$ cat src/verilog/lbd_pkg.sv
// shared constants for the local bus decode and acknowledge block
package lbd_pkg;
  localparam int ADDR_W = 24;
  localparam logic [23:0] RAM_BASE_RST = 24'h000000;
  localparam logic [23:0] RAM_SIZE = 24'h020000;
  localparam logic [23:0] PROM_BASE_RST = 24'hF80000;
  localparam logic [23:0] PROM_LAST_OFS = 24'h02FFFF;
  localparam logic [23:0] IO_BASE = 24'hFF0000;
  localparam logic [23:0] IO_LAST = 24'hFFFFFF;
  localparam logic [23:0] BOOT_LAST = 24'h000007;
  localparam int BOOT_ACCESSES = 4;
  localparam int ACK_TAPS = 8;
  localparam int CLK_MHZ = 100;
  localparam int BUS_TOUT_US = 1000;
  localparam int BUS_TOUT_CYC = BUS_TOUT_US * CLK_MHZ;
  localparam int LOC_TOUT_US = 100;
  localparam int LOC_TOUT_CYC = LOC_TOUT_US * CLK_MHZ;
  localparam int SYSCLK_MHZ = 16;
  localparam int SYSCLK_ACC_W = 8;
  localparam logic [7:0] SYSCLK_STEP = 8'h29;
  localparam logic [3:0] WAIT_RAM_RST = 4'h0;
  localparam logic [3:0] WAIT_PROM_RST = 4'h2;
  typedef enum logic [1:0] {
    LBD_SEL_VME,
    LBD_SEL_RAM,
    LBD_SEL_PROM,
    LBD_SEL_IO
  } lbd_sel_t;
endpackage

$ cat src/verilog/lbd_ack_if.sv
// carrier between decoder and acknowledge shift register
`timescale 1ns/100ps
interface lbd_ack_if;
  logic run;
  logic tick;
  logic [3:0] wait_cyc;
  logic ack;
  modport ctl (output run, output tick, output wait_cyc, input ack);
  modport gen (input run, input tick, input wait_cyc, output ack);
endinterface

$ cat src/verilog/lbd_ack_gen.sv
// memory acknowledge shift register
`timescale 1ns/100ps
module lbd_ack_gen #(
  parameter int TAPS = lbd_pkg::ACK_TAPS
) (
  input wire logic clk,
  input wire logic rst,
  lbd_ack_if.gen a
);
  logic [TAPS:0] sh_r;
  logic [TAPS:0] sh_nxt;
  logic [3:0] tap;

  initial begin
    if (TAPS < 1 || TAPS > 15) begin
      $error("ack taps out of range");
    end
  end

  // tap beyond the chain is clamped to the last stage
  assign tap = (a.wait_cyc > 4'(TAPS)) ? 4'(TAPS) : a.wait_cyc;
  // shifts only on processor clock ticks; cleared when strobe ends
  assign sh_nxt = !a.run ? '0 :
                  a.tick ? {sh_r[TAPS-1:0], 1'b1} : sh_r;
  // stage 0 is the first tick of the access, so tap 0 has no wait
  assign a.ack = a.run && sh_r[tap];

  always_ff @(posedge clk or posedge rst) begin
    if (rst) begin
      sh_r <= '0;
    end else begin
      sh_r <= sh_nxt;
    end
  end
endmodule

$ cat src/verilog/lbd_top.sv
// address decode, acknowledge, watchdogs, interrupts and status glue
// How it works
// - addresses outside ram, prom and io windows go to a vme cycle
// - default 128k ram window starts at address zero
// - io window is ff0000 through ffffff
// - default prom window is f80000 through faffff
// - vme cycles take acknowledge from the responding bus slave
// - ram and prom acknowledge after separately set delays
// - cpu clock is oscillator over two, also times acknowledge delays
// - local watchdog timeout drives cpu bus error when enabled
// - local timeout alerts cpu only; bus timeout drives vme berr
// - as system controller, flag vme berr on cycles over 1 ms
// - bus error on unanswered off-board or on-board io accesses
// - on-board memory always acknowledged, never bus error
// - 16 mhz sysclk source with switchable bus connection
// - priority encoder drives three ipl lines from selected sources
// - each level selects vectored or autovectored acknowledge
// - on-board sources share one level with selectable priority
// - board fail bit lights indicator and drives sysfail
// - sysfail and acfail go to status and handshake inputs
// - first four word accesses after reset go to prom bytes 0-7
// - boot redirect ignores prom base; normal decode afterwards
// - acknowledge shift register gives zero to eight waits
// - iack level on a1-a3 decoded one of eight for vector mode
`timescale 1ns/100ps
module lbd_top #(
  parameter int BUS_TOUT = lbd_pkg::BUS_TOUT_CYC,
  parameter int LOC_TOUT = lbd_pkg::LOC_TOUT_CYC
) (
  input wire logic CLK_SYS,
  input wire logic SYS_RST,
  input wire logic [23:1] CPU_ADDR,
  input wire logic CPU_AS_N,
  input wire logic CPU_IACK,
  input wire logic [23:0] RAM_BASE,
  input wire logic [23:0] PROM_BASE,
  input wire logic [3:0] RAM_WAIT,
  input wire logic [3:0] PROM_WAIT,
  input wire logic IO_DTACK_N,
  input wire logic VME_DTACK_N,
  input wire logic VME_BERR_IN_N,
  input wire logic VME_AS_N,
  input wire logic BERR_CPU_EN,
  input wire logic SYS_CTRL_EN,
  input wire logic SYSCLK_DRIVE_EN,
  input wire logic [7:1] VME_IRQ_N,
  input wire logic [7:1] IRQ_ROUTE_EN,
  input wire logic [2:0] ONBOARD_LEVEL,
  input wire logic [2:0] ONB_IRQ,
  input wire logic [5:0] ONB_PRIO,
  input wire logic [7:1] AUTOVEC_SEL,
  input wire logic BOARD_FAIL_FLAG,
  input wire logic VME_SYSFAIL_IN_N,
  input wire logic VME_ACFAIL_IN_N,
  output logic CPU_CLK,
  output logic CPU_DTACK_N,
  output logic CPU_BERR_N,
  output logic VME_CYCLE,
  output logic RAM_SEL,
  output logic PROM_SEL,
  output logic IO_SEL,
  output logic BOOT_ACTIVE,
  output logic VME_BERR_OUT,
  output logic VME_BERR_OE,
  output logic VME_SYSCLK_OUT,
  output logic VME_SYSCLK_OE,
  output logic CPU_IRQ_LEVEL_BIT2,
  output logic CPU_IRQ_LEVEL_BIT1,
  output logic CPU_IRQ_LEVEL_BIT0,
  output logic ONBOARD_COMPOSITE_IRQ,
  output logic [2:0] ONB_IACK,
  output logic IACK_AUTOVEC,
  output logic IACK_VECTORED,
  output logic BOARD_FAIL_LED,
  output logic VME_SYSFAIL_OUT,
  output logic VME_SYSFAIL_OE,
  output logic SYSFAIL_STATUS_IN,
  output logic ACFAIL_STATUS_IN,
  output logic SYSFAIL_HANDSHAKE_IN,
  output logic ACFAIL_HANDSHAKE_IN
);
  localparam int BW = $clog2(BUS_TOUT + 1);
  localparam int LW = $clog2(LOC_TOUT + 1);

  initial begin
    if (BUS_TOUT < 2 || LOC_TOUT < 2) begin
      $error("watchdog counts too small");
    end
  end

  lbd_ack_if ai ();

  // processor clock divider: one enable per two system clocks
  logic cpu_clk_r;
  logic cpu_tick;
  assign cpu_tick = cpu_clk_r;

  // address decode
  logic [23:0] addr;
  logic in_ram;
  logic in_prom;
  logic in_io;
  logic in_boot;
  logic [23:0] ram_ofs;
  logic [23:0] prom_ofs;
  lbd_pkg::lbd_sel_t sel;
  assign addr = {CPU_ADDR, 1'b0};
  assign ram_ofs = addr - RAM_BASE;
  assign prom_ofs = addr - PROM_BASE;
  assign in_ram = (addr >= RAM_BASE) && (ram_ofs < lbd_pkg::RAM_SIZE);
  assign in_prom = (addr >= PROM_BASE) &&
                   (prom_ofs <= lbd_pkg::PROM_LAST_OFS);
  assign in_io = (addr >= lbd_pkg::IO_BASE);

  // boot redirect: count of accesses since reset
  logic [2:0] boot_cnt_r;
  logic as_d_r;
  logic as_start;
  logic as_end;
  logic acc_act;
  assign acc_act = !CPU_AS_N;
  assign as_start = acc_act && !as_d_r;
  assign as_end = !acc_act && as_d_r;
  // redirect ignores base and window, covering stack and pc fetches
  assign in_boot = (boot_cnt_r < 3'(lbd_pkg::BOOT_ACCESSES));

  // boot wins over everything, then io, prom, ram; else vme
  assign sel = in_boot ? lbd_pkg::LBD_SEL_PROM :
               in_io ? lbd_pkg::LBD_SEL_IO :
               in_prom ? lbd_pkg::LBD_SEL_PROM :
               in_ram ? lbd_pkg::LBD_SEL_RAM :
               lbd_pkg::LBD_SEL_VME;

  logic mem_acc;
  logic vme_acc;
  logic io_acc;
  assign mem_acc = acc_act && !CPU_IACK &&
                   (sel == lbd_pkg::LBD_SEL_RAM ||
                    sel == lbd_pkg::LBD_SEL_PROM);
  assign vme_acc = acc_act && !CPU_IACK && (sel == lbd_pkg::LBD_SEL_VME);
  assign io_acc = acc_act && !CPU_IACK && (sel == lbd_pkg::LBD_SEL_IO);

  // memory acknowledge generator
  assign ai.run = mem_acc;
  assign ai.tick = cpu_tick;
  assign ai.wait_cyc = (sel == lbd_pkg::LBD_SEL_RAM) ? RAM_WAIT :
                       PROM_WAIT;

  lbd_ack_gen #(.TAPS(lbd_pkg::ACK_TAPS)) u_ack (
    .clk(CLK_SYS),
    .rst(SYS_RST),
    .a(ai.gen)
  );

  // acknowledge merge; memory never waits on a device
  logic dtack;
  assign dtack = (mem_acc && ai.ack) ||
                 (vme_acc && !VME_DTACK_N) ||
                 (io_acc && !IO_DTACK_N) ||
                 (acc_act && CPU_IACK && !IO_DTACK_N);

  // watchdogs
  logic [LW-1:0] loc_cnt_r;
  logic [BW-1:0] bus_cnt_r;
  logic loc_to;
  logic bus_to;
  logic vas_d_r;
  logic vas_act;
  logic loc_watch;
  assign vas_act = !VME_AS_N;
  // memory accesses are excluded so they can never time out
  assign loc_watch = acc_act && !mem_acc && !dtack;
  assign loc_to = (loc_cnt_r == LW'(LOC_TOUT));
  assign bus_to = (bus_cnt_r == BW'(BUS_TOUT));

  always_ff @(posedge CLK_SYS or posedge SYS_RST) begin
    if (SYS_RST) begin
      cpu_clk_r <= 1'b0;
      as_d_r <= 1'b0;
      vas_d_r <= 1'b0;
    end else begin
      cpu_clk_r <= !cpu_clk_r;
      as_d_r <= acc_act;
      vas_d_r <= vas_act;
    end
  end

  always_ff @(posedge CLK_SYS or posedge SYS_RST) begin
    if (SYS_RST) begin
      boot_cnt_r <= 3'h0;
    end else if (as_end && in_boot) begin
      boot_cnt_r <= boot_cnt_r + 3'h1;
    end
  end

  always_ff @(posedge CLK_SYS or posedge SYS_RST) begin
    if (SYS_RST) begin
      loc_cnt_r <= '0;
    end else if (as_start || !loc_watch) begin
      loc_cnt_r <= '0;
    end else if (!loc_to) begin
      loc_cnt_r <= loc_cnt_r + LW'(1);
    end
  end

  always_ff @(posedge CLK_SYS or posedge SYS_RST) begin
    if (SYS_RST) begin
      bus_cnt_r <= '0;
    end else if (!vas_act || (vas_act && !vas_d_r)) begin
      bus_cnt_r <= '0;
    end else if (!bus_to) begin
      bus_cnt_r <= bus_cnt_r + BW'(1);
    end
  end

  // local error and bus error from backplane both reach cpu only when enabled
  assign CPU_BERR_N = !(BERR_CPU_EN && acc_act &&
                        (loc_to || (vme_acc && !VME_BERR_IN_N)));
  // bus timeout only drives backplane when system controller
  assign VME_BERR_OUT = 1'b0;
  assign VME_BERR_OE = SYS_CTRL_EN && bus_to;

  // 16 mhz sysclk by phase accumulator, approximate duty cycle
  logic [lbd_pkg::SYSCLK_ACC_W-1:0] acc_r;
  always_ff @(posedge CLK_SYS or posedge SYS_RST) begin
    if (SYS_RST) begin
      acc_r <= '0;
    end else begin
      acc_r <= acc_r + lbd_pkg::SYSCLK_STEP;
    end
  end
  assign VME_SYSCLK_OUT = acc_r[lbd_pkg::SYSCLK_ACC_W-1];
  assign VME_SYSCLK_OE = SYSCLK_DRIVE_EN;

  // on-board sources: selectable priority, one composite request
  logic [1:0] onb_p [3];
  logic [2:0] onb_win;
  genvar gi;
  generate
    for (gi = 0; gi < 3; gi++) begin : g_onb
      assign onb_p[gi] = ONB_PRIO[2*gi +: 2];
    end
  endgenerate
  always_comb begin
    onb_win = 3'h0;
    for (int i = 0; i < 3; i++) begin
      if (ONB_IRQ[i] && (onb_win == 3'h0 ||
          onb_p[i] > onb_p[(onb_win == 3'h2) ? 1 :
                          (onb_win == 3'h4) ? 2 : 0])) begin
        onb_win = 3'(1 << i);
      end
    end
  end
  assign ONBOARD_COMPOSITE_IRQ = |ONB_IRQ;

  // seven-input priority encoder onto the three level bits
  logic [7:1] lvl_req;
  logic [2:0] ipl;
  generate
    for (gi = 1; gi < 8; gi++) begin : g_lvl
      assign lvl_req[gi] = (IRQ_ROUTE_EN[gi] && !VME_IRQ_N[gi]) ||
                           (ONBOARD_COMPOSITE_IRQ &&
                            ONBOARD_LEVEL == 3'(gi));
    end
  endgenerate
  always_comb begin
    ipl = 3'h0;
    for (int i = 1; i < 8; i++) begin
      if (lvl_req[i]) begin
        ipl = 3'(i);
      end
    end
  end

  // iack: one-of-eight on address lines one to three
  logic [7:0] iack_dec;
  assign iack_dec = 8'(1 << CPU_ADDR[3:1]);
  logic iack_on;
  assign iack_on = acc_act && CPU_IACK;

  // registered outputs
  always_ff @(posedge CLK_SYS or posedge SYS_RST) begin
    if (SYS_RST) begin
      CPU_IRQ_LEVEL_BIT2 <= 1'b0;
      CPU_IRQ_LEVEL_BIT1 <= 1'b0;
      CPU_IRQ_LEVEL_BIT0 <= 1'b0;
      ONB_IACK <= 3'h0;
      IACK_AUTOVEC <= 1'b0;
      IACK_VECTORED <= 1'b0;
    end else begin
      CPU_IRQ_LEVEL_BIT2 <= ipl[2];
      CPU_IRQ_LEVEL_BIT1 <= ipl[1];
      CPU_IRQ_LEVEL_BIT0 <= ipl[0];
      IACK_AUTOVEC <= iack_on &&
                      |(iack_dec[7:1] & AUTOVEC_SEL);
      IACK_VECTORED <= iack_on &&
                       |(iack_dec[7:1] & ~AUTOVEC_SEL);
      ONB_IACK <= (iack_on && iack_dec[ONBOARD_LEVEL] &&
                   !AUTOVEC_SEL[ONBOARD_LEVEL]) ? onb_win : 3'h0;
    end
  end

  assign CPU_CLK = cpu_clk_r;
  assign CPU_DTACK_N = !dtack;
  assign VME_CYCLE = vme_acc;
  assign RAM_SEL = acc_act && sel == lbd_pkg::LBD_SEL_RAM;
  assign PROM_SEL = acc_act && sel == lbd_pkg::LBD_SEL_PROM;
  assign IO_SEL = io_acc;
  assign BOOT_ACTIVE = in_boot;

  // status glue
  assign BOARD_FAIL_LED = BOARD_FAIL_FLAG;
  assign VME_SYSFAIL_OUT = 1'b0;
  assign VME_SYSFAIL_OE = BOARD_FAIL_FLAG;
  assign SYSFAIL_STATUS_IN = !VME_SYSFAIL_IN_N;
  assign ACFAIL_STATUS_IN = !VME_ACFAIL_IN_N;
  assign SYSFAIL_HANDSHAKE_IN = !VME_SYSFAIL_IN_N;
  assign ACFAIL_HANDSHAKE_IN = !VME_ACFAIL_IN_N;
endmodule

$ cat config.mk
export PLATFORM = sky130hd
export DESIGN_NAME = lbd_top
export DESIGN_NICKNAME = d
export VERILOG_FILES = /design/src/verilog/lbd_pkg.sv /design/src/verilog/lbd_ack_if.sv /design/src/verilog/lbd_ack_gen.sv /design/src/verilog/lbd_top.sv
export SDC_FILE = /design/constraint.sdc
export NUM_CORES = 1
export LEC_CHECK = 0
export BUFFER_PORTS_ARGS = -buffer_cell sky130_fd_sc_hd__buf_2
export CAP_MARGIN = 15
export CORE_ASPECT_RATIO = 1.25
export CORE_MARGIN = 3
export CORE_UTILIZATION = 53
export CTS_CLUSTER_DIAMETER = 30
export DETAILED_ROUTE_END_ITERATION = 12
export PLACE_DENSITY = 0.82
export SYNTH_ARGS = -nofsm -noshare
export SYNTH_HDL_FRONTEND = slang
export SYNTH_SLANG_ARGS = --single-unit
$ cat constraint.sdc
create_clock -name CLK_SYS -period 11.1 [get_ports CLK_SYS]
set_input_delay 3.33 -clock CLK_SYS [delete_from_list [all_inputs] [get_ports CLK_SYS]]
set_output_delay 3.33 -clock CLK_SYS [all_outputs]
set_load 0.02 [all_outputs]
==> flow_summary.json <==
{
  "drive_above_1_share_pct": 23.9,
  "syn-instance-count": 615,
  "final.setup_skew_ns": 0.00478,
  "outcome": "finished clean",
  "n_antenna_cell": 0,
  "ys_ff_latch": 62,
  "worstMarginPinSlew_ns": 0.740,
  "dr.pass1.iters": 4,
  "die-area_um2": 10900,
  "fp.dieH_um": 116,
  "start_util_pct": 55.3,
  "wirelength_mm": 12.7,
  "final-setup-viol-count": 0,
  "drc": 0,
  "gp_routability_congestion": 0.983,
  "cts_tree": "yes",
  "grt_setup_unrepaired": "no",
  "fmax_mhz": 92.5,
  "critPathMaxFanout": 5,
  "period_needed_ns": 10.81,
  "cts_buffers": 9,
  "rows": 39,
  "die_w_um": 94.0,
  "worst_setup_path_start_kind": "input port",
  "synth_top_flop_cell": "dfrtp_1",
  "slew_headroom_pct": 50.6,
  "grt_pass1_vias": 4841,
  "powerDensity_nw_per_um2": 104,
  "slew_viol_final": 0,
  "area_delta_synth_final_pct": 21.9,
  "cp.arrival_ns": 7.48,
  "synth_cell_type_count": 60,
  "grt_antenna_before_repair": 0,
  "synth_seq_area_share_pct": 30.2,
  "yosysWarningCount": 0,
  "grt_pass1_wl_mm": 21.1,
  "endpoint_kind": "primary output",
  "hold_class": "register to register",
  "cap_viol_max_count": 0,
  "wl_per_cell_um": 14.3,
  "cts_buffer_depth": 2,
  "track_usage_pct": 23.8,
  "worstPathRequired_ns": 7.77,
  "final_cell_area_um2": 6250,
  "htreeDepth": 3,
  "top_level_ports": 154,
  "synth_edf_count": 0,
  "coreArea_um2": 9270,
  "dp_hpwl_mm": 10.3,
  "cts.reportedPaths.clkPinSlew_ns": 0.05,
  "syn_area_per_cell_um2": 8.34,
  "grt_overflow": 0,
  "vias_per_cell": 5.51,
  "fin_nets": 942,
  "peakVddDrop_v": 0.000157,
  "leakagePower_nw": 3.24,
  "setup_tns_ns": 0,
  "hold_viol_final": 0,
  "cts-hold-fix-buffers": 0,
  "hold_slack_ns": 0.433,
  "port_buffers": 146,
  "crit_type": "input port to primary output",
  "route.vias.total": 4876,
  "drtIter0Drc": 206,
  "clk-insertion-delay-late_ns": 0.32,
  "root_buffer": "clkbuf_16",
  "async_flop_share_pct": 100,
  "ant_nets": 0,
  "finalCritPeriodShare_pct": 97.4,
  "totalPowerFinal_mw": 0.652,
  "dpl_cell_area_um2": 5940,
  "grt_max_degree": 63,
  "synth_area_um2": 5130,
  "clock_sinks": 62
}
## cell usage in the layout (no fill, tap or decap), types with 15 or more instances in the layout
master	synthesis	layout
xor2_1	24	24
o21ai_0	30	30
nor2_1	74	74
nand3_1	22	22
buf_2	0	146
dfrtp_1	62	62
nor3_1	18	18
inv_1	77	76
nand2_1	42	42
mux2i_1	16	15
a21oi_1	36	36
ha_1	59	59
## cells by family (layout without fill, tap and decap cells)
family | after synthesis | in the layout | share of synthesized area, %
AOI/OAI and AO/OA | 118 | 118 | 14.9
xor gates and xnor gates | 37 | 37 | 6.32
adders and majority gates | 59 | 59 | 14.4
buffers and inverters | 95 | 241 | 7.46
DFF | 62 | 62 | 30.2
muxes | 25 | 25 | 6.05
other | 1 | 2 | 0.0731
and+or+nand+nor | 218 | 218 | 20.6
## synthesized netlist by cell type, drive strengths merged, types with 2 or more instances
master   number  area (um^2)
a2111oi       3         26.3
a211o         2         17.5
a211oi       11         87.6
a21boi        3         22.5
a21o          3         22.5
a21oi        36          180
a221oi        2         23.8
a41oi         2         17.5
and2          3         18.8
and3          9         61.3
and4b         2         20.0
buf           7         52.6
clkbuf       11         41.3
dfrtp        62         1550
ha           59          738
inv          77          289
mux2          5         60.1
mux2i        16          160
mux4          4         90.1
nand2        42          158
nand2b        7         43.8
nand3        22          110
nand4        11         68.8
nor2         74          278
nor2b         9         56.3
nor3         18         90.1
nor4          5         31.3
nor4b         2         17.5
o211ai        5         47.5
o21a          2         15.0
o21ai        30          150
o21bai        2         15.0
o22ai         2         12.5
o31ai         4         30.0
o32ai         2         17.5
or3           8         50.1
xnor2        13          114
xor2         24          210
## power breakdown
part,switching [mW],internal [mW],leakage (nW),total (mW)
logic,0.0801,0.0621,2.27,0.142
registers,0.00139,0.229,0.817,0.230
clock network,0.0987,0.181,0.145,0.279
## state kept, by name, summed over array words and instances (netlist names), 3 cells and up
name        flops
u_ack.sh_r      9
loc_cnt_r      14
bus_cnt_r      17
ONB_IACK        3
boot_cnt_r      3
acc_r           8
## metrics by stage
stage | setup WS [ns] | util, % | instances
2_1_floorplan | 0.754 | - | 616
3_3_place_gp | 0.570 | 64.1 | 869
3_5_place_dp | 0.326 | 64.1 | 869
4_1_cts | 0.251 | 67.4 | 885
5_1_grt | 0.0247 | 67.5 | 885
6_report | 0.286 | 67.5 | 885
## area by class of cell
type                    count  area, um^2
clock buffers              10         239
flip-flops and latches     62        1550
inverters                  77         289
fillers                   765        3020
well taps                 123         154
multi-input cells         459        3200
repair buffers            148         746
clock inverters             6        71.3
## worst paths after layout
kind	to	slack, ns	cells past startpoint	from
hold reg to reg	acc_r[0]	0.43	1	acc_r[0]
max in group asynchronous	bus_cnt_r[0]	7.39	3	SYS_RST
min in group asynchronous	bus_cnt_r[5]	3.23	3	SYS_RST
hold / removal	acc_r[0]	0.43	1	acc_r[0]
setup / recovery	CPU_DTACK_N	0.29	17	CPU_ADDR[18]
setup reg to reg	loc_cnt_r[10]	8.51	7	boot_cnt_r[2]
## critical path, cell delays in order
cell	delay, ns
buf_2	0.12
ha_1	0.34
o21ai_0	0.39
nor4_1	0.14
a21oi_1	0.20
a21boi_1	0.23
mux2_4	0.32
a221oi_2	0.19
o211ai_2	0.15
a41o_1	0.23
ha_1	0.25
mux2i_2	0.27
mux4_2	0.54
mux2i_1	0.18
a211oi_1	0.12
a21oi_1	0.25
buf_2	0.22
## what timing repair did
action / in CTS / in global routing
endpoints found under the hold margin: 0 / 0
setup endpoints to repair: 0 / 1
setup buffers: 0 / 0
resized for setup: 0 / 1
## routing by layer
layer  share of wire [%]  global-route usage, %  vias up
li1                    -                      -     2427
met4                 2.1                   7.71        0
met5                   0                      0        -
met3                 6.4                   4.48       24
met1                  40                   27.7     2259
met2                  51                   43.9      166
(Power assumes the default switching activity.)
